## src/sdb_pkg.sv

```systemverilog
package sdb_pkg;

   localparam int unsigned CHAR_W      = 8;
   localparam int unsigned QUEUE_DEPTH = 16;
   localparam int unsigned PTR_W       = 4;
   localparam int unsigned COUNT_W     = 5;
   localparam logic [COUNT_W-1:0] QUEUE_FULL_COUNT = 5'h10;

   // Register indices; byte address is four times the index
   localparam logic [15:0] IDX_CTL_TWO    = 16'h7054;
   localparam logic [15:0] IDX_RX_STATUS  = 16'h7055;
   localparam logic [15:0] IDX_RX_PEEK    = 16'h7056;
   localparam logic [15:0] IDX_RX_READ    = 16'h7057;
   localparam logic [15:0] IDX_TX_WRITE   = 16'h7059;
   localparam logic [15:0] IDX_TX_QCTL    = 16'h705a;
   localparam logic [15:0] IDX_IRQ_STATUS = 16'h7060;
   localparam logic [15:0] IDX_IRQ_MASK   = 16'h7061;

   // Field positions
   localparam int unsigned RXST_READY_BIT     = 6;
   localparam int unsigned CTL2_TX_FREE_BIT   = 7;
   localparam int unsigned CTL2_RX_IRQ_EN_BIT = 1;
   localparam int unsigned CTL2_TX_IRQ_EN_BIT = 0;
   localparam int unsigned RXBUF_FRAME_BIT    = 15;
   localparam int unsigned RXBUF_PARITY_BIT   = 14;
   localparam int unsigned QCTL_CH_RST_BIT    = 15;
   localparam int unsigned QCTL_EN_BIT        = 14;
   localparam int unsigned QCTL_QRST_BIT      = 13;
   localparam int unsigned QCTL_COUNT_LSB     = 8;
   localparam int unsigned QCTL_FLAG_BIT      = 7;
   localparam int unsigned QCTL_CLR_BIT       = 6;
   localparam int unsigned QCTL_IEN_BIT       = 5;
   localparam int unsigned QCTL_LEVEL_LSB     = 0;
   localparam int unsigned IRQ_TX_BIT         = 0;
   localparam int unsigned IRQ_RX_BIT         = 1;
   localparam int unsigned IRQ_QUEUE_BIT      = 2;
   localparam int unsigned IRQ_W              = 3;

   // Reset values
   localparam logic       QCTL_CH_RST_RST  = 1'b1;
   localparam logic       QCTL_EN_RST      = 1'b0;
   localparam logic       QCTL_QRST_RST    = 1'b1;
   localparam logic       QCTL_IEN_RST     = 1'b0;
   localparam logic [4:0] QCTL_LEVEL_RST   = 5'h00;
   localparam logic       CTL2_IRQ_EN_RST  = 1'b0;
   localparam logic [2:0] IRQ_MASK_RST     = 3'h0;

   localparam logic [1:0] AXI_RESP_OKAY   = 2'h0;
   localparam logic [1:0] AXI_RESP_SLVERR = 2'h2;

   typedef struct packed {
      logic             frameErr;
      logic             parityErr;
      logic [CHAR_W-1:0] data;
   } sdb_rx_char_t;

   typedef struct packed {
      logic       chanResetN;
      logic       queueEnable;
      logic       queueResetN;
      logic       irqEnable;
      logic [4:0] irqLevel;
   } sdb_qctl_t;

   typedef enum logic [1:0] {
      WR_COLLECT = 2'b00,
      WR_APPLY   = 2'b01,
      WR_RESP    = 2'b10
   } sdb_wr_state_t;

endpackage : sdb_pkg

```

## src/sdb_tx_queue.sv

```systemverilog
`timescale 1ns/10ps
module sdb_tx_queue (
   input  wire logic                        ref_clk,
   input  wire logic                        rst_b,
   input  wire logic                        clkEn,
   input  wire logic                        flush,
   input  wire logic                        singleMode,
   input  wire logic                        pushValid,
   input  wire logic [sdb_pkg::CHAR_W-1:0]  pushData,
   output logic                             pushReady,
   input  wire logic                        popReady,
   output logic                             popValid,
   output logic [sdb_pkg::CHAR_W-1:0]       popData,
   output logic [sdb_pkg::COUNT_W-1:0]      count
);

   logic [sdb_pkg::CHAR_W-1:0]  memQ [sdb_pkg::QUEUE_DEPTH];
   logic [sdb_pkg::PTR_W-1:0]   wrPtrQ;
   logic [sdb_pkg::PTR_W-1:0]   rdPtrQ;
   logic [sdb_pkg::COUNT_W-1:0] countQ;
   logic                        full;
   logic                        doPush;
   logic                        doPop;

   // With the queue disabled it behaves as a single holding buffer
   assign full      = singleMode ? (countQ != 5'h00)
                                 : (countQ == sdb_pkg::QUEUE_FULL_COUNT);
   assign pushReady = !flush && !full;
   assign popValid  = !flush && (countQ != 5'h00);
   assign popData   = memQ[rdPtrQ];
   assign count     = countQ;
   assign doPush    = clkEn && pushValid && pushReady;
   assign doPop     = clkEn && popValid && popReady;

   always_ff @(posedge ref_clk or negedge rst_b) begin
      if (!rst_b) begin
         wrPtrQ <= 4'h0;
         rdPtrQ <= 4'h0;
         countQ <= 5'h00;
      end else if (clkEn) begin
         if (flush) begin
            wrPtrQ <= 4'h0;
            rdPtrQ <= 4'h0;
            countQ <= 5'h00;
         end else begin
            if (doPush)
               wrPtrQ <= wrPtrQ + 4'h1;
            if (doPop)
               rdPtrQ <= rdPtrQ + 4'h1;
            countQ <= countQ + 5'(doPush) - 5'(doPop);
         end
      end
   end

   always_ff @(posedge ref_clk or negedge rst_b) begin
      if (!rst_b) begin
         for (int i = 0; i < sdb_pkg::QUEUE_DEPTH; i++)
            memQ[i] <= 8'h00;
      end else if (doPush) begin
         memQ[wrPtrQ] <= pushData;
      end
   end

   AST_QUEUE_FLUSH: assert property (
      @(posedge ref_clk) disable iff (!rst_b)
      (clkEn && flush) |=> (countQ == 5'h00) && !popValid)
      else $error("Queue not emptied by flush");

   AST_QUEUE_BOUND: assert property (
      @(posedge ref_clk) disable iff (!rst_b)
      countQ <= sdb_pkg::QUEUE_FULL_COUNT)
      else $error("Queue count beyond depth");

endmodule : sdb_tx_queue

```

## src/sdb_data_buffers.sv

```systemverilog
// Design decision made here: register access over AXI4-Lite.
`timescale 1ns/10ps
// How it works
// - A character moved into the receive buffer sets the ready flag.
// - Peek and read addresses return the same single buffered character.
// - Reading the read address clears ready; reading peek does not.
// - Peek reads may repeat forever without touching the ready flag.
// - System reset zeroes the receive buffer, so peek returns zero too.
// - With the receive irq enable set, each received character sets the receive irq status bit.
// - With the queue enabled, bit 15 of the read register is framing error.
// - With the queue enabled, bit 14 of the read register is parity error.
// - The error flags travel with the character they describe.
// - A transfer to the transmit shifter sets the buffer-free flag.
// - With the transmit irq enable set, each such transfer sets the transmit irq status bit.
// - Channel reset low resets both channels but keeps queue settings.
// - Queue reset low empties the transmit queue and holds it empty.
// - With the queue enabled, the queue flag sets while fill count is at or below the level.
// - Writing one to the clear bit clears the queue flag unless the queue is enabled with fill at or below the level; it reads zero.
module sdb_data_buffers (
   input  wire logic                        ref_clk,
   input  wire logic                        rst_b,
   input  wire logic                        clkEn,
   input  wire logic [31:0]                 awaddr,
   input  wire logic                        awvalid,
   output logic                             awready,
   input  wire logic [31:0]                 wdata,
   input  wire logic [3:0]                  wstrb,
   input  wire logic                        wvalid,
   output logic                             wready,
   output logic [1:0]                       bresp,
   output logic                             bvalid,
   input  wire logic                        bready,
   input  wire logic [31:0]                 araddr,
   input  wire logic                        arvalid,
   output logic                             arready,
   output logic [31:0]                      rdata,
   output logic [1:0]                       rresp,
   output logic                             rvalid,
   input  wire logic                        rready,
   input  wire logic                        rxCharValid,
   input  wire sdb_pkg::sdb_rx_char_t       rxCharIn,
   output logic                             txCharValid,
   output logic [sdb_pkg::CHAR_W-1:0]       txChar,
   input  wire logic                        txShiftReady,
   output logic                             irq
);

   function automatic logic hitIdx(input logic [31:0] addr,
                                   input logic [15:0] idx);
      hitIdx = (addr == {14'h0000, idx, 2'b00});
   endfunction : hitIdx

   function automatic logic isMapped(input logic [31:0] addr);
      isMapped = hitIdx(addr, sdb_pkg::IDX_CTL_TWO)
              || hitIdx(addr, sdb_pkg::IDX_RX_STATUS)
              || hitIdx(addr, sdb_pkg::IDX_RX_PEEK)
              || hitIdx(addr, sdb_pkg::IDX_RX_READ)
              || hitIdx(addr, sdb_pkg::IDX_TX_WRITE)
              || hitIdx(addr, sdb_pkg::IDX_TX_QCTL)
              || hitIdx(addr, sdb_pkg::IDX_IRQ_STATUS)
              || hitIdx(addr, sdb_pkg::IDX_IRQ_MASK);
   endfunction : isMapped

   sdb_pkg::sdb_wr_state_t      wrStateQ;
   logic [31:0]                 awAddrQ;
   logic [15:0]                 wDataQ;
   logic [1:0]                  wStrbQ;
   logic                        awHeldQ;
   logic                        wHeldQ;
   logic [1:0]                  brespQ;
   logic                        rvalidQ;
   logic [31:0]                 rdataQ;
   logic [1:0]                  rrespQ;
   logic [31:0]                 rdMux;
   logic                        awFire;
   logic                        wFire;
   logic                        arFire;
   logic                        wrApply;
   logic                        wrLo;
   logic                        wrHi;
   logic                        rdReadAddr;
   logic                        rdPeekAddr;

   sdb_pkg::sdb_rx_char_t       rxBufQ;
   logic                        rxReadyQ;
   sdb_pkg::sdb_qctl_t          qctlQ;
   logic                        qIrqFlagQ;
   logic                        rxIrqEnQ;
   logic                        txIrqEnQ;
   logic [sdb_pkg::IRQ_W-1:0]   irqStatusQ;
   logic [sdb_pkg::IRQ_W-1:0]   irqMaskQ;
   logic [sdb_pkg::IRQ_W-1:0]   irqEvents;
   logic [sdb_pkg::CHAR_W-1:0]  txLastQ;
   logic                        chanRun;
   logic                        txPush;
   logic                        txBufferFree;
   logic                        queueValid;
   logic                        txTake;
   logic [sdb_pkg::COUNT_W-1:0] queueCount;

   // Bus handshakes are gated by the clock enable so no beat is lost
   assign awFire  = awvalid && awready;
   assign wFire   = wvalid && wready;
   assign arFire  = arvalid && arready;
   assign awready = clkEn && (wrStateQ == sdb_pkg::WR_COLLECT) && !awHeldQ;
   assign wready  = clkEn && (wrStateQ == sdb_pkg::WR_COLLECT) && !wHeldQ;
   assign bvalid  = clkEn && (wrStateQ == sdb_pkg::WR_RESP);
   assign bresp   = brespQ;
   assign arready = clkEn && !rvalidQ;
   assign rvalid  = clkEn && rvalidQ;
   assign rdata   = rdataQ;
   assign rresp   = rrespQ;

   assign wrApply = clkEn && (wrStateQ == sdb_pkg::WR_APPLY);
   assign wrLo    = wrApply && wStrbQ[0];
   assign wrHi    = wrApply && wStrbQ[1];
   assign rdReadAddr = arFire && hitIdx(araddr, sdb_pkg::IDX_RX_READ);
   assign rdPeekAddr = arFire && hitIdx(araddr, sdb_pkg::IDX_RX_PEEK);

   always_ff @(posedge ref_clk or negedge rst_b) begin
      if (!rst_b) begin
         wrStateQ <= sdb_pkg::WR_COLLECT;
         awAddrQ  <= 32'h0000_0000;
         wDataQ   <= 16'h0000;
         wStrbQ   <= 2'h0;
         awHeldQ  <= 1'b0;
         wHeldQ   <= 1'b0;
         brespQ   <= sdb_pkg::AXI_RESP_OKAY;
      end else if (clkEn) begin
         case (wrStateQ)
            sdb_pkg::WR_COLLECT: begin
               if (awFire) begin
                  awAddrQ <= awaddr;
                  awHeldQ <= 1'b1;
               end
               if (wFire) begin
                  wDataQ <= wdata[15:0];
                  wStrbQ <= wstrb[1:0];
                  wHeldQ <= 1'b1;
               end
               if ((awHeldQ || awFire) && (wHeldQ || wFire))
                  wrStateQ <= sdb_pkg::WR_APPLY;
            end
            sdb_pkg::WR_APPLY: begin
               brespQ   <= isMapped(awAddrQ) ? sdb_pkg::AXI_RESP_OKAY
                                             : sdb_pkg::AXI_RESP_SLVERR;
               awHeldQ  <= 1'b0;
               wHeldQ   <= 1'b0;
               wrStateQ <= sdb_pkg::WR_RESP;
            end
            sdb_pkg::WR_RESP: begin
               if (bready)
                  wrStateQ <= sdb_pkg::WR_COLLECT;
            end
            default: wrStateQ <= sdb_pkg::WR_COLLECT;
         endcase
      end
   end

   always_comb begin
      rdMux = 32'h0000_0000;
      if (hitIdx(araddr, sdb_pkg::IDX_RX_PEEK)) begin
         rdMux[7:0] = rxBufQ.data;
      end else if (hitIdx(araddr, sdb_pkg::IDX_RX_READ)) begin
         rdMux[7:0] = rxBufQ.data;
         if (qctlQ.queueEnable) begin
            rdMux[sdb_pkg::RXBUF_FRAME_BIT]  = rxBufQ.frameErr;
            rdMux[sdb_pkg::RXBUF_PARITY_BIT] = rxBufQ.parityErr;
         end
      end else if (hitIdx(araddr, sdb_pkg::IDX_RX_STATUS)) begin
         rdMux[sdb_pkg::RXST_READY_BIT] = rxReadyQ;
      end else if (hitIdx(araddr, sdb_pkg::IDX_CTL_TWO)) begin
         rdMux[sdb_pkg::CTL2_TX_FREE_BIT]   = txBufferFree;
         rdMux[sdb_pkg::CTL2_RX_IRQ_EN_BIT] = rxIrqEnQ;
         rdMux[sdb_pkg::CTL2_TX_IRQ_EN_BIT] = txIrqEnQ;
      end else if (hitIdx(araddr, sdb_pkg::IDX_TX_WRITE)) begin
         rdMux[7:0] = txLastQ;
      end else if (hitIdx(araddr, sdb_pkg::IDX_TX_QCTL)) begin
         rdMux[sdb_pkg::QCTL_CH_RST_BIT] = qctlQ.chanResetN;
         rdMux[sdb_pkg::QCTL_EN_BIT]     = qctlQ.queueEnable;
         rdMux[sdb_pkg::QCTL_QRST_BIT]   = qctlQ.queueResetN;
         rdMux[sdb_pkg::QCTL_COUNT_LSB +: sdb_pkg::COUNT_W] = queueCount;
         rdMux[sdb_pkg::QCTL_FLAG_BIT]   = qIrqFlagQ;
         rdMux[sdb_pkg::QCTL_IEN_BIT]    = qctlQ.irqEnable;
         rdMux[sdb_pkg::QCTL_LEVEL_LSB +: 5] = qctlQ.irqLevel;
      end else if (hitIdx(araddr, sdb_pkg::IDX_IRQ_STATUS)) begin
         rdMux[sdb_pkg::IRQ_W-1:0] = irqStatusQ;
      end else if (hitIdx(araddr, sdb_pkg::IDX_IRQ_MASK)) begin
         rdMux[sdb_pkg::IRQ_W-1:0] = irqMaskQ;
      end
   end

   always_ff @(posedge ref_clk or negedge rst_b) begin
      if (!rst_b) begin
         rvalidQ <= 1'b0;
         rdataQ  <= 32'h0000_0000;
         rrespQ  <= sdb_pkg::AXI_RESP_OKAY;
      end else if (clkEn) begin
         if (arFire) begin
            rvalidQ <= 1'b1;
            rdataQ  <= rdMux;
            rrespQ  <= isMapped(araddr) ? sdb_pkg::AXI_RESP_OKAY
                                        : sdb_pkg::AXI_RESP_SLVERR;
         end else if (rready) begin
            rvalidQ <= 1'b0;
         end
      end
   end

   // Channel reset stops traffic but leaves every setting untouched
   assign chanRun = qctlQ.chanResetN;

   // Data and its error flags are captured as one unit
   always_ff @(posedge ref_clk or negedge rst_b) begin
      if (!rst_b) begin
         rxBufQ <= '0;
      end else if (clkEn && rxCharValid && chanRun) begin
         rxBufQ <= rxCharIn;
      end
   end

   // A new character wins over a read that clears in the same cycle
   always_ff @(posedge ref_clk or negedge rst_b) begin
      if (!rst_b) begin
         rxReadyQ <= 1'b0;
      end else if (clkEn) begin
         if (!chanRun)
            rxReadyQ <= 1'b0;
         else if (rxCharValid)
            rxReadyQ <= 1'b1;
         else if (rdReadAddr)
            rxReadyQ <= 1'b0;
      end
   end

   always_ff @(posedge ref_clk or negedge rst_b) begin
      if (!rst_b) begin
         qctlQ.chanResetN  <= sdb_pkg::QCTL_CH_RST_RST;
         qctlQ.queueEnable <= sdb_pkg::QCTL_EN_RST;
         qctlQ.queueResetN <= sdb_pkg::QCTL_QRST_RST;
         qctlQ.irqEnable   <= sdb_pkg::QCTL_IEN_RST;
         qctlQ.irqLevel    <= sdb_pkg::QCTL_LEVEL_RST;
      end else if (hitIdx(awAddrQ, sdb_pkg::IDX_TX_QCTL)) begin
         if (wrHi) begin
            qctlQ.chanResetN  <= wDataQ[sdb_pkg::QCTL_CH_RST_BIT];
            qctlQ.queueEnable <= wDataQ[sdb_pkg::QCTL_EN_BIT];
            qctlQ.queueResetN <= wDataQ[sdb_pkg::QCTL_QRST_BIT];
         end
         if (wrLo) begin
            qctlQ.irqEnable <= wDataQ[sdb_pkg::QCTL_IEN_BIT];
            qctlQ.irqLevel  <= wDataQ[sdb_pkg::QCTL_LEVEL_LSB +: 5];
         end
      end
   end

   // Level-driven flag: a clear only sticks while the fill is above level or the queue is disabled
   always_ff @(posedge ref_clk or negedge rst_b) begin
      if (!rst_b) begin
         qIrqFlagQ <= 1'b0;
      end else if (clkEn) begin
         if (qctlQ.queueEnable && queueCount <= qctlQ.irqLevel)
            qIrqFlagQ <= 1'b1;
         else if (wrLo && hitIdx(awAddrQ, sdb_pkg::IDX_TX_QCTL)
                  && wDataQ[sdb_pkg::QCTL_CLR_BIT])
            qIrqFlagQ <= 1'b0;
      end
   end

   always_ff @(posedge ref_clk or negedge rst_b) begin
      if (!rst_b) begin
         rxIrqEnQ <= sdb_pkg::CTL2_IRQ_EN_RST;
         txIrqEnQ <= sdb_pkg::CTL2_IRQ_EN_RST;
         irqMaskQ <= sdb_pkg::IRQ_MASK_RST;
         txLastQ  <= 8'h00;
      end else begin
         if (wrLo && hitIdx(awAddrQ, sdb_pkg::IDX_CTL_TWO)) begin
            rxIrqEnQ <= wDataQ[sdb_pkg::CTL2_RX_IRQ_EN_BIT];
            txIrqEnQ <= wDataQ[sdb_pkg::CTL2_TX_IRQ_EN_BIT];
         end
         if (wrLo && hitIdx(awAddrQ, sdb_pkg::IDX_IRQ_MASK))
            irqMaskQ <= wDataQ[sdb_pkg::IRQ_W-1:0];
         if (wrLo && hitIdx(awAddrQ, sdb_pkg::IDX_TX_WRITE))
            txLastQ <= wDataQ[7:0];
      end
   end

   assign irqEvents[sdb_pkg::IRQ_TX_BIT]    = txTake && txIrqEnQ;
   assign irqEvents[sdb_pkg::IRQ_RX_BIT]    = clkEn && rxCharValid
                                              && chanRun && rxIrqEnQ;
   assign irqEvents[sdb_pkg::IRQ_QUEUE_BIT] = clkEn && qIrqFlagQ
                                              && qctlQ.irqEnable;

   // Events win over a write-one-to-clear in the same cycle
   always_ff @(posedge ref_clk or negedge rst_b) begin
      if (!rst_b) begin
         irqStatusQ <= 3'h0;
      end else if (clkEn) begin
         if (wrLo && hitIdx(awAddrQ, sdb_pkg::IDX_IRQ_STATUS))
            irqStatusQ <= (irqStatusQ & ~wDataQ[sdb_pkg::IRQ_W-1:0])
                          | irqEvents;
         else
            irqStatusQ <= irqStatusQ | irqEvents;
      end
   end

   assign irq = |(irqStatusQ & irqMaskQ);

   // A write to a full buffer is dropped; software polls the free flag
   assign txPush = wrLo && hitIdx(awAddrQ, sdb_pkg::IDX_TX_WRITE) && chanRun;
   assign txCharValid = queueValid && chanRun;
   assign txTake = clkEn && txCharValid && txShiftReady;

   sdb_tx_queue u_tx_queue (
      .ref_clk    (ref_clk),
      .rst_b      (rst_b),
      .clkEn      (clkEn),
      .flush      (!chanRun || !qctlQ.queueResetN),
      .singleMode (!qctlQ.queueEnable),
      .pushValid  (txPush),
      .pushData   (wDataQ[7:0]),
      .pushReady  (txBufferFree),
      .popReady   (txShiftReady && chanRun),
      .popValid   (queueValid),
      .popData    (txChar),
      .count      (queueCount)
   );

   AST_RX_READY_SET: assert property (
      @(posedge ref_clk) disable iff (!rst_b)
      (clkEn && rxCharValid && chanRun) |=> rxReadyQ)
      else $error("Ready flag not set by received character");

   AST_ALIAS_DATA: assert property (
      @(posedge ref_clk) disable iff (!rst_b)
      (rdPeekAddr || rdReadAddr) |=> rdataQ[7:0] == $past(rxBufQ.data))
      else $error("Alias read returned other data");

   AST_READ_CLEARS: assert property (
      @(posedge ref_clk) disable iff (!rst_b)
      (rdReadAddr && !rxCharValid) |=> !rxReadyQ)
      else $error("Read address did not clear ready");

   AST_PEEK_KEEPS: assert property (
      @(posedge ref_clk) disable iff (!rst_b)
      (rdPeekAddr && !rxCharValid && chanRun) |=> $stable(rxReadyQ))
      else $error("Peek read changed ready flag");

   AST_RX_IRQ: assert property (
      @(posedge ref_clk) disable iff (!rst_b)
      (clkEn && rxCharValid && chanRun && rxIrqEnQ)
      |=> irqStatusQ[sdb_pkg::IRQ_RX_BIT])
      else $error("Receive interrupt not raised");

   AST_ERR_GATED: assert property (
      @(posedge ref_clk) disable iff (!rst_b)
      (rdReadAddr && !qctlQ.queueEnable) |=> rdataQ[15:8] == 8'h00)
      else $error("Error flags shown with queue disabled");

   AST_TX_FREE: assert property (
      @(posedge ref_clk) disable iff (!rst_b)
      (txTake && !qctlQ.queueEnable && !txPush) |=> txBufferFree)
      else $error("Buffer not free after transfer");

   AST_TX_IRQ: assert property (
      @(posedge ref_clk) disable iff (!rst_b)
      (txTake && txIrqEnQ) |=> irqStatusQ[sdb_pkg::IRQ_TX_BIT])
      else $error("Transmit interrupt not raised");

   AST_CHAN_RESET: assert property (
      @(posedge ref_clk) disable iff (!rst_b)
      (clkEn && !chanRun) |=> !rxReadyQ && queueCount == 5'h00)
      else $error("Channel reset did not clear channels");

   AST_QUEUE_FLAG: assert property (
      @(posedge ref_clk) disable iff (!rst_b)
      (clkEn && qctlQ.queueEnable && queueCount <= qctlQ.irqLevel)
      |=> qIrqFlagQ)
      else $error("Queue flag not set at level");

endmodule : sdb_data_buffers

```

## config.mk

```make
export PLATFORM = sky130hd
export DESIGN_NAME = sdb_data_buffers
export DESIGN_NICKNAME = d
export VERILOG_FILES = /design/src/sdb_pkg.sv /design/src/sdb_tx_queue.sv /design/src/sdb_data_buffers.sv
export SDC_FILE = /design/constraint.sdc
export NUM_CORES = 1
export LEC_CHECK = 0
export ABC_AREA = 1
export BUFFER_PORTS_ARGS = -buffer_cell sky130_fd_sc_hd__buf_2
export CELL_PAD_IN_SITES_DETAIL_PLACEMENT = 0
export CELL_PAD_IN_SITES_GLOBAL_PLACEMENT = 1
export CORE_MARGIN = 2
export CORE_UTILIZATION = 35
export DETAILED_ROUTE_END_ITERATION = 7
export MAX_ROUTING_LAYER = met4
export PLACE_DENSITY_LB_ADDON = 0.3
export SLEW_MARGIN = 15
export SYNTH_ARGS = -nofsm -noshare
export SYNTH_HDL_FRONTEND = slang
export SYNTH_SLANG_ARGS = --single-unit
```

## constraint.sdc

```tcl
create_clock -name ref_clk -period 4.2 [get_ports ref_clk]
set_clock_uncertainty 0.2 [all_clocks]
set_input_delay 0.84 -clock ref_clk [delete_from_list [all_inputs] [get_ports ref_clk]]
set_output_delay 0.84 -clock ref_clk [all_outputs]
set_load 0.01 [all_outputs]
```

# == After elaboration in Yosys (flattened, before gate mapping) ==
# Index checks and enable logic that the tools add are counted.
# word_totals
register_bits,253
wordCells,219
# op_classes
n_addsub,4
magnitude_cmp,4
n_eq_ne,24
n_mux,51
n_bitwise,7
reduce_logical,85
# op_table
operator,count
$eq A32 B17 Y1 const B,16
$bwmux W128,1
$mux W8,8
$logic_and A1 B1 Y1,39
$bmux W8 S4,1
$demux W8 S4,1
$mux W6,3
$mux W9,2
$reduce_and A2 Y1,9
$logic_or A1 B1 Y1,17
$mux W4,4
$mux W3,5
$reduce_and A3 Y1,5
$mux W1,14
$mux W2,7
$ge A5 B5 Y1 const B,2
$mux W5,2
$not A4 Y5,2
$reduce_bool A2 Y1,5
$add A4 B1 Y4 const B,2
$logic_not A1 Y1,7
$and A3 B3 Y3,2
$ne A2 B2 Y1 const B,3
$or A3 B3 Y3,2
other kinds (15),16

# == Depth between registers and ports, before layout ==
# Gate-level depths: netlist of run 1.
# depth
ltp_word,10
ltp_mapped,14
depth_no_buf,14

# == Hierarchy ==
# A second synthesis of run 1 with hierarchy kept.
# unflattened
cells_unflattened,1505
hier_area_um2,12614.6
# modules_own_cells
mod,n_inst,cells_each,area_each_um2,seq_area_each_um2
sdb_tx_queue,1,864,7076.8,3528.4
sdb_data_buffers,1,641,5537.8,2630.0

# == Worst setup path before layout of run 1 ==
# OpenSTA, ideal clock, no wires.
# synth_path
path_type,input to register
from,in clkEn
to,"reg u_tx_queue.countQ, in the netlist u_tx_queue.count[4]"
setup_ps,134
arrival_ps,2785
required_time_ps,3866
setup_slack_ps,1082
path_stages,12
cell_sequence,inv_1 > nor3_1 > nand3_1 > inv_1 > ha_1 > inv_1 > ha_1 > inv_1 > fa_1 > o21ai_0 > xor2_1 > o22ai_1
# synth_via
elab_chain_len,9
# synth_lines
element,line,text
start: declaration,sdb_data_buffers.sv:22,"input wire logic clkEn,"
$logic_and A1 B1 Y1,sdb_data_buffers.sv:114,assign wrApply = clkEn && (wrStateQ == sdb_pkg::WR_APPLY);
$logic_and A1 B1 Y1,sdb_data_buffers.sv:115,assign wrLo = wrApply && wStrbQ[0];
$logic_and A1 B1 Y1 (2 in a row),sdb_data_buffers.sv:309,"assign txPush = wrLo && hitIdx(awAddrQ, sdb_pkg::IDX_TX_WRITE) && chanRun;"
$logic_and A1 B1 Y1 (2 in a row),sdb_tx_queue.sv:32,assign doPush = clkEn && pushValid && pushReady;
$add A5 B1 Y5,sdb_tx_queue.sv:50,countQ <= countQ + 5'(doPush) - 5'(doPop);
$sub A5 B1 Y5,sdb_tx_queue.sv:50,
$mux W5,sdb_tx_queue.sv:41,if (flush) begin
end signal: assignment,sdb_tx_queue.sv:50,
end: declaration,sdb_tx_queue.sv:20,logic [sdb_pkg::COUNT_W-1:0] countQ;
# Several ways; a longest one is shown, not always the timed one.
# A chain may end at the register's enable or synchronous reset.

# == Worst setup path in the final report of run 1 ==
# layout_path
from,reg u_tx_queue.rdPtrQ[1] in the netlist's numbering
to,out txChar[6] in the netlist's numbering
# layout_via
elab_chain_len,4
# layout_lines
element,line,text
start: declaration,sdb_tx_queue.sv:19,logic [sdb_pkg::PTR_W-1:0] rdPtrQ;
start signal: assignment,sdb_tx_queue.sv:49,rdPtrQ <= rdPtrQ + 4'h1;
$not A4 Y5 (not written as such),sdb_tx_queue.sv:30,assign popData = memQ[rdPtrQ];
$bmux W8 S4,sdb_tx_queue.sv:30,
$mux W8 (not written as such) (2 in a row),sdb_tx_queue.sv:30,
end: declaration,sdb_data_buffers.sv:43,"output logic [sdb_pkg::CHAR_W-1:0] txChar,"
# No other way between the ends. The select of a mux whose other input is x is not followed.

==> results.json, run 1 <==
{
  "cts_tree": "yes",
  "tns_ps": 0,
  "p_switching_mw": 1.76,
  "slew_viol_final": 0,
  "final_cell_mix": "nand2_1 (411), dfrtp_1 (243), o21ai_0 (144)",
  "final-setup-viol-count": 0,
  "final_util_pct": 40.6,
  "die_height_um": 190,
  "timing.hold.ws_ps": 148,
  "cts.path.max_buffers": 3,
  "place_ws_ps": 647,
  "avgSynthCellArea_um2": 8.32,
  "hold_violations": 0,
  "grt_pass1_wl_um": 51500,
  "setup_ws_ps": 592,
  "via_per_inst": 4.79,
  "swShare_pct": 29.2,
  "dpl-instance-area_um2": 13100,
  "synthArstFlopShare_pct": 100,
  "crit_required_ps": 3160,
  "cts_hold_buf": 0,
  "synth_edf_count": 0,
  "design_area_um2": 14000,
  "rsz0062_at_grt": "no",
  "synth.distinct_cells": 44,
  "coreArea_um2": 34400,
  "layout_commonest_cell": "nand2_1",
  "fin_cells": 2046,
  "fin_crit_sh_pct": 85.9,
  "synthToLayoutAreaGrowth_pct": 14.8,
  "first_global_vias": 9400,
  "path_cells": "inv_1 > o21ai_0 > o211ai_1 > nand2_1 > buf_2",
  "place_hpwl_um": 21700,
  "vias": 9792,
  "first_iter_violations": 758,
  "portBuffers": 129,
  "drt-total-wl_um": 31900,
  "clkPwrFrac_pct": 38.7,
  "p_leak_nw": 6.67,
  "htreeDepth": 1,
  "fmax_mhz": 277,
  "cts_setup_buffers": 0,
  "worstSetupPathType": "reg2out",
  "irDropWorstVdd_v": 0.000273,
  "tightestPinTransition_ps": 925,
  "syn_area_um2": 12200,
  "total_power_mw": 6.03,
  "slew_headroom_pct": 38.3,
  "min_path_type": "in2async",
  "worstSetupStartpointType": "flip-flop",
  "synth_warnings": 0,
  "start_util_pct": 35.4,
  "cts-root-buf": "clkbuf_16",
  "post-route-min-period_ps": 3610,
  "overflow": 0,
  "cts.repair.resized": 0,
  "pin_count": 171,
  "layout.nets": 1707,
  "grt.total_usage_pct": 18.3,
  "placed_cells": 1996,
  "arrival_ps": 2570,
  "status": "completed",
  "die_w_um": 190,
  "dieArea_um2": 36300,
  "maxCapViolCount": 0,
  "gp_congestion": 0.830,
  "power-per-cell-area_nw_per_um2": 432,
  "layout-drive-gt1-share_pct": 13.9,
  "cp_max_fo": 22,
  "power_frac_comb_pct": 15.7,
  "cts_sinks": 246,
  "grt_max_degree": 100,
  "crit_slowest_cell": "inv_1",
  "first_pass_iters": 5,
  "seq_area_frac_synth_pct": 50.6,
  "num_rows": 68,
  "ys.flop_type": "dfrtp_1",
  "crit_path_end_kind": "output pin",
  "wl_per_cell_um": 15.6,
  "cp_slowest_stage_delay_ps": 650,
  "path_clk_slew_ps": 60,
  "drc": 0,
  "path_buf_inv": 2,
  "synthCells": 1462,
  "internal-power_mw": 4.27,
  "cts_buffers": 27,
  "seqPwrFrac_pct": 45.7,
  "clk-insertion-delay-late_ps": 540,
  "ant_nets": 0,
  "antenna_found_initial": 3,
  "synth-seq-cells": 246,
  "cp_top_family": "buffers and inverters",
  "fill_cells": 3551
}
==> layout make-up <==
class                           count  area (um^2)  share of cell area [%]
Antenna cell                        3         7.51                  0.0538
Inverter                          136          510                    3.66
Tap cell                          455          569                    4.08
Multi-Input combinational cell   1013         5040                    36.1
Clock buffer                       40          774                    5.55
Sequential cell                   246         6160                    44.2
Timing Repair Buffer              146          808                    5.79
Clock inverter                      7         87.6                   0.628
==> Yosys cell counts (10+ instances only) <==
cell type,count,area [um^2]
buf_4,18,135
nand2_1,411,1540
o21ai_1,73,365
ha_1,16,200
dfrtp_1,244,6110
clkbuf_1,44,165
inv_1,134,503
nand2_4,10,113
a21oi_1,56,280
nor2_1,99,372
nand3_1,38,190
nor3_1,14,70.1
o211ai_1,36,270
o21ai_0,144,721
mux2i_1,32,320
buf_6,16,180
o31ai_1,11,82.6
==> path summary, 6_finish.rpt <==
kind / startpoint / endpoint / slack [ps] / cells past startpoint
worst max-delay path: u_tx_queue.rdPtrQ[1] / txChar[6] / 590 / 5
worst min-delay path: rst_b / awAddrQ[12] / 150 / 1
worst max register to register: chanRun / u_tx_queue.count[4] / 1000 / 12
worst min register to register: rxBufQ[6] / rxBufQ[6] / 270 / 2
max in group asynchronous: rst_b / u_tx_queue.memQ[54] / 2660 / 2
min in group ref_clk: rxBufQ[6] / rxBufQ[6] / 270 / 2
==> flip-flops by register name, indices dropped and copies added (netlist names), 2 cells and up <==
register	cells
u_tx_queue.memQ	128
u_tx_queue.wrPtrQ	4
wStrbQ	2
wrStateQ	2
qctlQ	8
awAddrQ	32
u_tx_queue.rdPtrQ	4
irqStatusQ	3
u_tx_queue.count	5
irqMaskQ	3
txLastQ	8
wDataQ	11
rdata	16
rxBufQ	10
==> power groups by stage <==
stage | logic [mW] | registers, mW | clock network (mW)
final | 0.944 | 2.75 | 2.33
after global routing | 1.08 | 2.79 | 2.49
after CTS | 0.970 | 2.76 | 2.40
after detailed placement | 0.968 | 2.80 | 0
after global placement | 0.959 | 2.79 | 0
after floorplan | 0.586 | 2.78 | 0
==> cell families after synthesis <==
logic type	synth area share, %
muxes	2.82
adders and majority gates	1.81
other	0.0308
AOI/OAI and AO/OA	15.6
and+or+nand+nor	20.1
DFF	50.6
xor gates and xnor gates	0.504
buffers and inverters	8.48
==> per-layer routing <==
metal	part of all wire [%]	global-route usage (%)	up-vias
met5	0	-	-
met4	1.4	3.37	0
met3	6.1	3.09	31
met2	44	28.0	224
met1	48	25.9	4573
li1	-	-	4964
Power figures use the tool's default switching activity.
==> run 2: changes to the inputs <==
--- a/config.mk
+++ b/config.mk
@@ -5,7 +5,6 @@
 export SDC_FILE = /design/constraint.sdc
 export NUM_CORES = 1
 export LEC_CHECK = 0
-export ABC_AREA = 1
 export BUFFER_PORTS_ARGS = -buffer_cell sky130_fd_sc_hd__buf_2
 export CELL_PAD_IN_SITES_DETAIL_PLACEMENT = 0
 export CELL_PAD_IN_SITES_GLOBAL_PLACEMENT = 1
==> run 2 against run 1 <==
Against the previous run:
- die area is 1.9% lower
- worst hold slack better by 11 ps
- sequential share of layout area hardly changed
- sequential cell count stayed put
- largest power group unchanged
==> results.json, run 2 <==
{
  "synth_warnings": 0,
  "synth_top_family_by_area": "multiplexers",
  "worstSetupStartpointType": "flip-flop",
  "die_w_um": 189,
  "rsz0062_at_grt": "no",
  "netlist.area_leader.share_pct": 51.2,
  "cp_slowest_stage_delay_ps": 630,
  "synthMuxAreaShare_pct": 27.6,
  "ff_latch_area_um2": 6160,
  "synth_adder_area_share_pct": 1.85,
  "grt_max_degree": 105,
  "first_pass_iters": 4,
  "layout.nets": 1121,
  "cts_hold_buf": 0,
  "final-setup-viol-count": 0,
  "tightestPinTransition_ps": 914,
  "path_cells": "buf_4 > mux4_2 > mux4_2 > buf_2",
  "crit_path_end_kind": "output pin",
  "first_global_vias": 7641,
  "syn_area_um2": 11900,
  "synth-xor-area-share_pct": 0.147,
  "cp_max_fo": 12,
  "portBuffers": 129,
  "dieArea_um2": 35500,
  "path_clk_slew_ps": 60,
  "internal-power_mw": 4.50,
  "largest_reg_flops": 128,
  "top_register": "u_tx_queue.memQ",
  "htreeDepth": 1,
  "synth_common_cells": "dfrtp_1 (244), mux2_2 (193), mux4_2 (40)",
  "synthCells": 860,
  "place_hpwl_um": 19400,
  "seqPwrFrac_pct": 49.1,
  "cts_setup_buffers": 0,
  "cts_sinks": 246,
  "min_path_type": "in2async",
  "ant_nets": 0,
  "arrival_ps": 2680,
  "via_per_inst": 5.15,
  "cts.path.max_buffers": 3,
  "fin_crit_sh_pct": 88.5,
  "synth_compound_area_share_pct": 5.10,
  "power_frac_comb_pct": 10.1,
  "worstSetupPathType": "reg2out",
  "overflow": 0,
  "yosysTopAreaCell": "dfrtp_1",
  "reg2reg_slack_ps": 690,
  "antenna_found_initial": 0,
  "gp_congestion": 0.800,
  "cp_top_family": "multiplexers",
  "pin_count": 171,
  "ys.flop_type": "dfrtp_1",
  "crit_required_ps": 3160,
  "first_iter_violations": 351,
  "synth_most_common_cell": "dfrtp_1",
  "tns_ps": 0,
  "synth_edf_count": 0,
  "fmax_mhz": 269,
  "synth.distinct_cells": 77,
  "layout-drive-gt1-share_pct": 46.5,
  "clkPwrFrac_pct": 40.8,
  "multi_input_area_um2": 5400,
  "synthToLayoutAreaGrowth_pct": 17.1,
  "drt-total-wl_um": 27500,
  "grt.total_usage_pct": 16.0,
  "layout_commonest_cell": "dfrtp_1",
  "die_height_um": 189,
  "grt_pass1_wl_um": 43900,
  "drc": 0,
  "clk-insertion-delay-late_ps": 550,
  "path_buf_inv": 2,
  "swShare_pct": 27.1,
  "synth-seq-cells": 246,
  "p_switching_mw": 1.67,
  "final_cell_mix": "dfrtp_1 (243), mux2_2 (193), buf_2 (128)",
  "num_rows": 67,
  "cts_tree": "yes",
  "cts_buffers": 28,
  "start_util_pct": 35.5,
  "wl_per_cell_um": 18.9,
  "crit_slowest_cell": "dfrtp_2",
  "power-per-cell-area_nw_per_um2": 442,
  "hold_violations": 0,
  "yosys-top-cells-area": "dfrtp_1 (51%), mux2_2 (18%), mux4_2 (7.6%)",
  "vias": 7487,
  "post-route-min-period_ps": 3720,
  "slew_viol_final": 0,
  "irDropWorstVdd_v": 0.000265,
  "seq_area_frac_synth_pct": 51.7,
  "timing.hold.ws_ps": 160,
  "crit_top_cell": "mux4_2",
  "avgSynthCellArea_um2": 13.9,
  "cts-root-buf": "clkbuf_16",
  "p_leak_nw": 6.63,
  "slew_headroom_pct": 38.5,
  "cts.repair.resized": 0,
  "maxCapViolCount": 0,
  "synthArstFlopShare_pct": 100,
  "fill_cells": 3174,
  "synth-simple-area-share_pct": 10.0,
  "status": "completed",
  "coreArea_um2": 33500
}
[run 2: final timing paths]
path | startpoint | to | cells after the start
max reg2reg | u_tx_queue.count[2] | u_tx_queue.count[4] | 15
min reg2reg | rdata[15] | rdata[15] | 2
min | rst_b | u_tx_queue.memQ[125] | 1
min in group ref_clk | rready | rvalidQ | 2
max | u_tx_queue.rdPtrQ[0] | txChar[2] | 4
max in group asynchronous | rst_b | u_tx_queue.memQ[30] | 2
[run 2: per-stage QoR]
| stage | setup WS [ps] | instances | util, % | power [mW] | instance area, um^2 |
|---|---|---|---|---|---|
| 3_5_place_dp | 625 | 1402 | 38.7 | 3.72 | 13000 |
| 4_1_cts | 431 | 1453 | 41.6 | 6.27 | 14000 |
| 5_1_grt | 392 | 1453 | 41.6 | 6.46 | 14000 |
| 3_3_place_gp | 663 | 1402 | 38.7 | 3.69 | 13000 |
| 6_report | 482 | 1454 | 41.6 | 6.17 | 14000 |
| 2_1_floorplan | 588 | 877 | - | 3.39 | 12000 |
[run 2: cell families after synthesis]
family	after synthesis
other	1
flip-flops	246
AND/OR/NAND/NOR	176
multiplexers	250
XOR/XNOR	2
adder cells (fa/ha/maj)	17
AO/OA/AOI/OAI	83
buffers and inverters	85
[run 2: power by group through the flow]
stage,Sequential (mW),Clock (mW),Combinational [mW]
floorplan,2.81,0,0.585
global placement,3.07,0,0.621
detailed placement,3.08,0,0.633
CTS,3.04,2.59,0.636
global route,3.09,2.67,0.693
finish,3.03,2.52,0.622
[run 2: final cells by class]
type                            count  area share (%)
Inverter                           19           0.511
Multi-Input combinational cell    546            38.7
Tap cell                          448            4.02
Antenna cell                        1          0.0179
Timing Repair Buffer              143            5.72
Clock inverter                     10            1.01
Clock buffer                       41            5.87
Sequential cell                   246            44.1
[run 2: per-layer routing]
layer | share of wire, % | global-route usage, % | wire length (um)
met5 | 0 | - | 0
met4 | 2.0 | 3.58 | 554
met1 | 46 | 21.4 | 12500
met3 | 4.7 | 2.51 | 1290
met2 | 48 | 25.8 | 13100
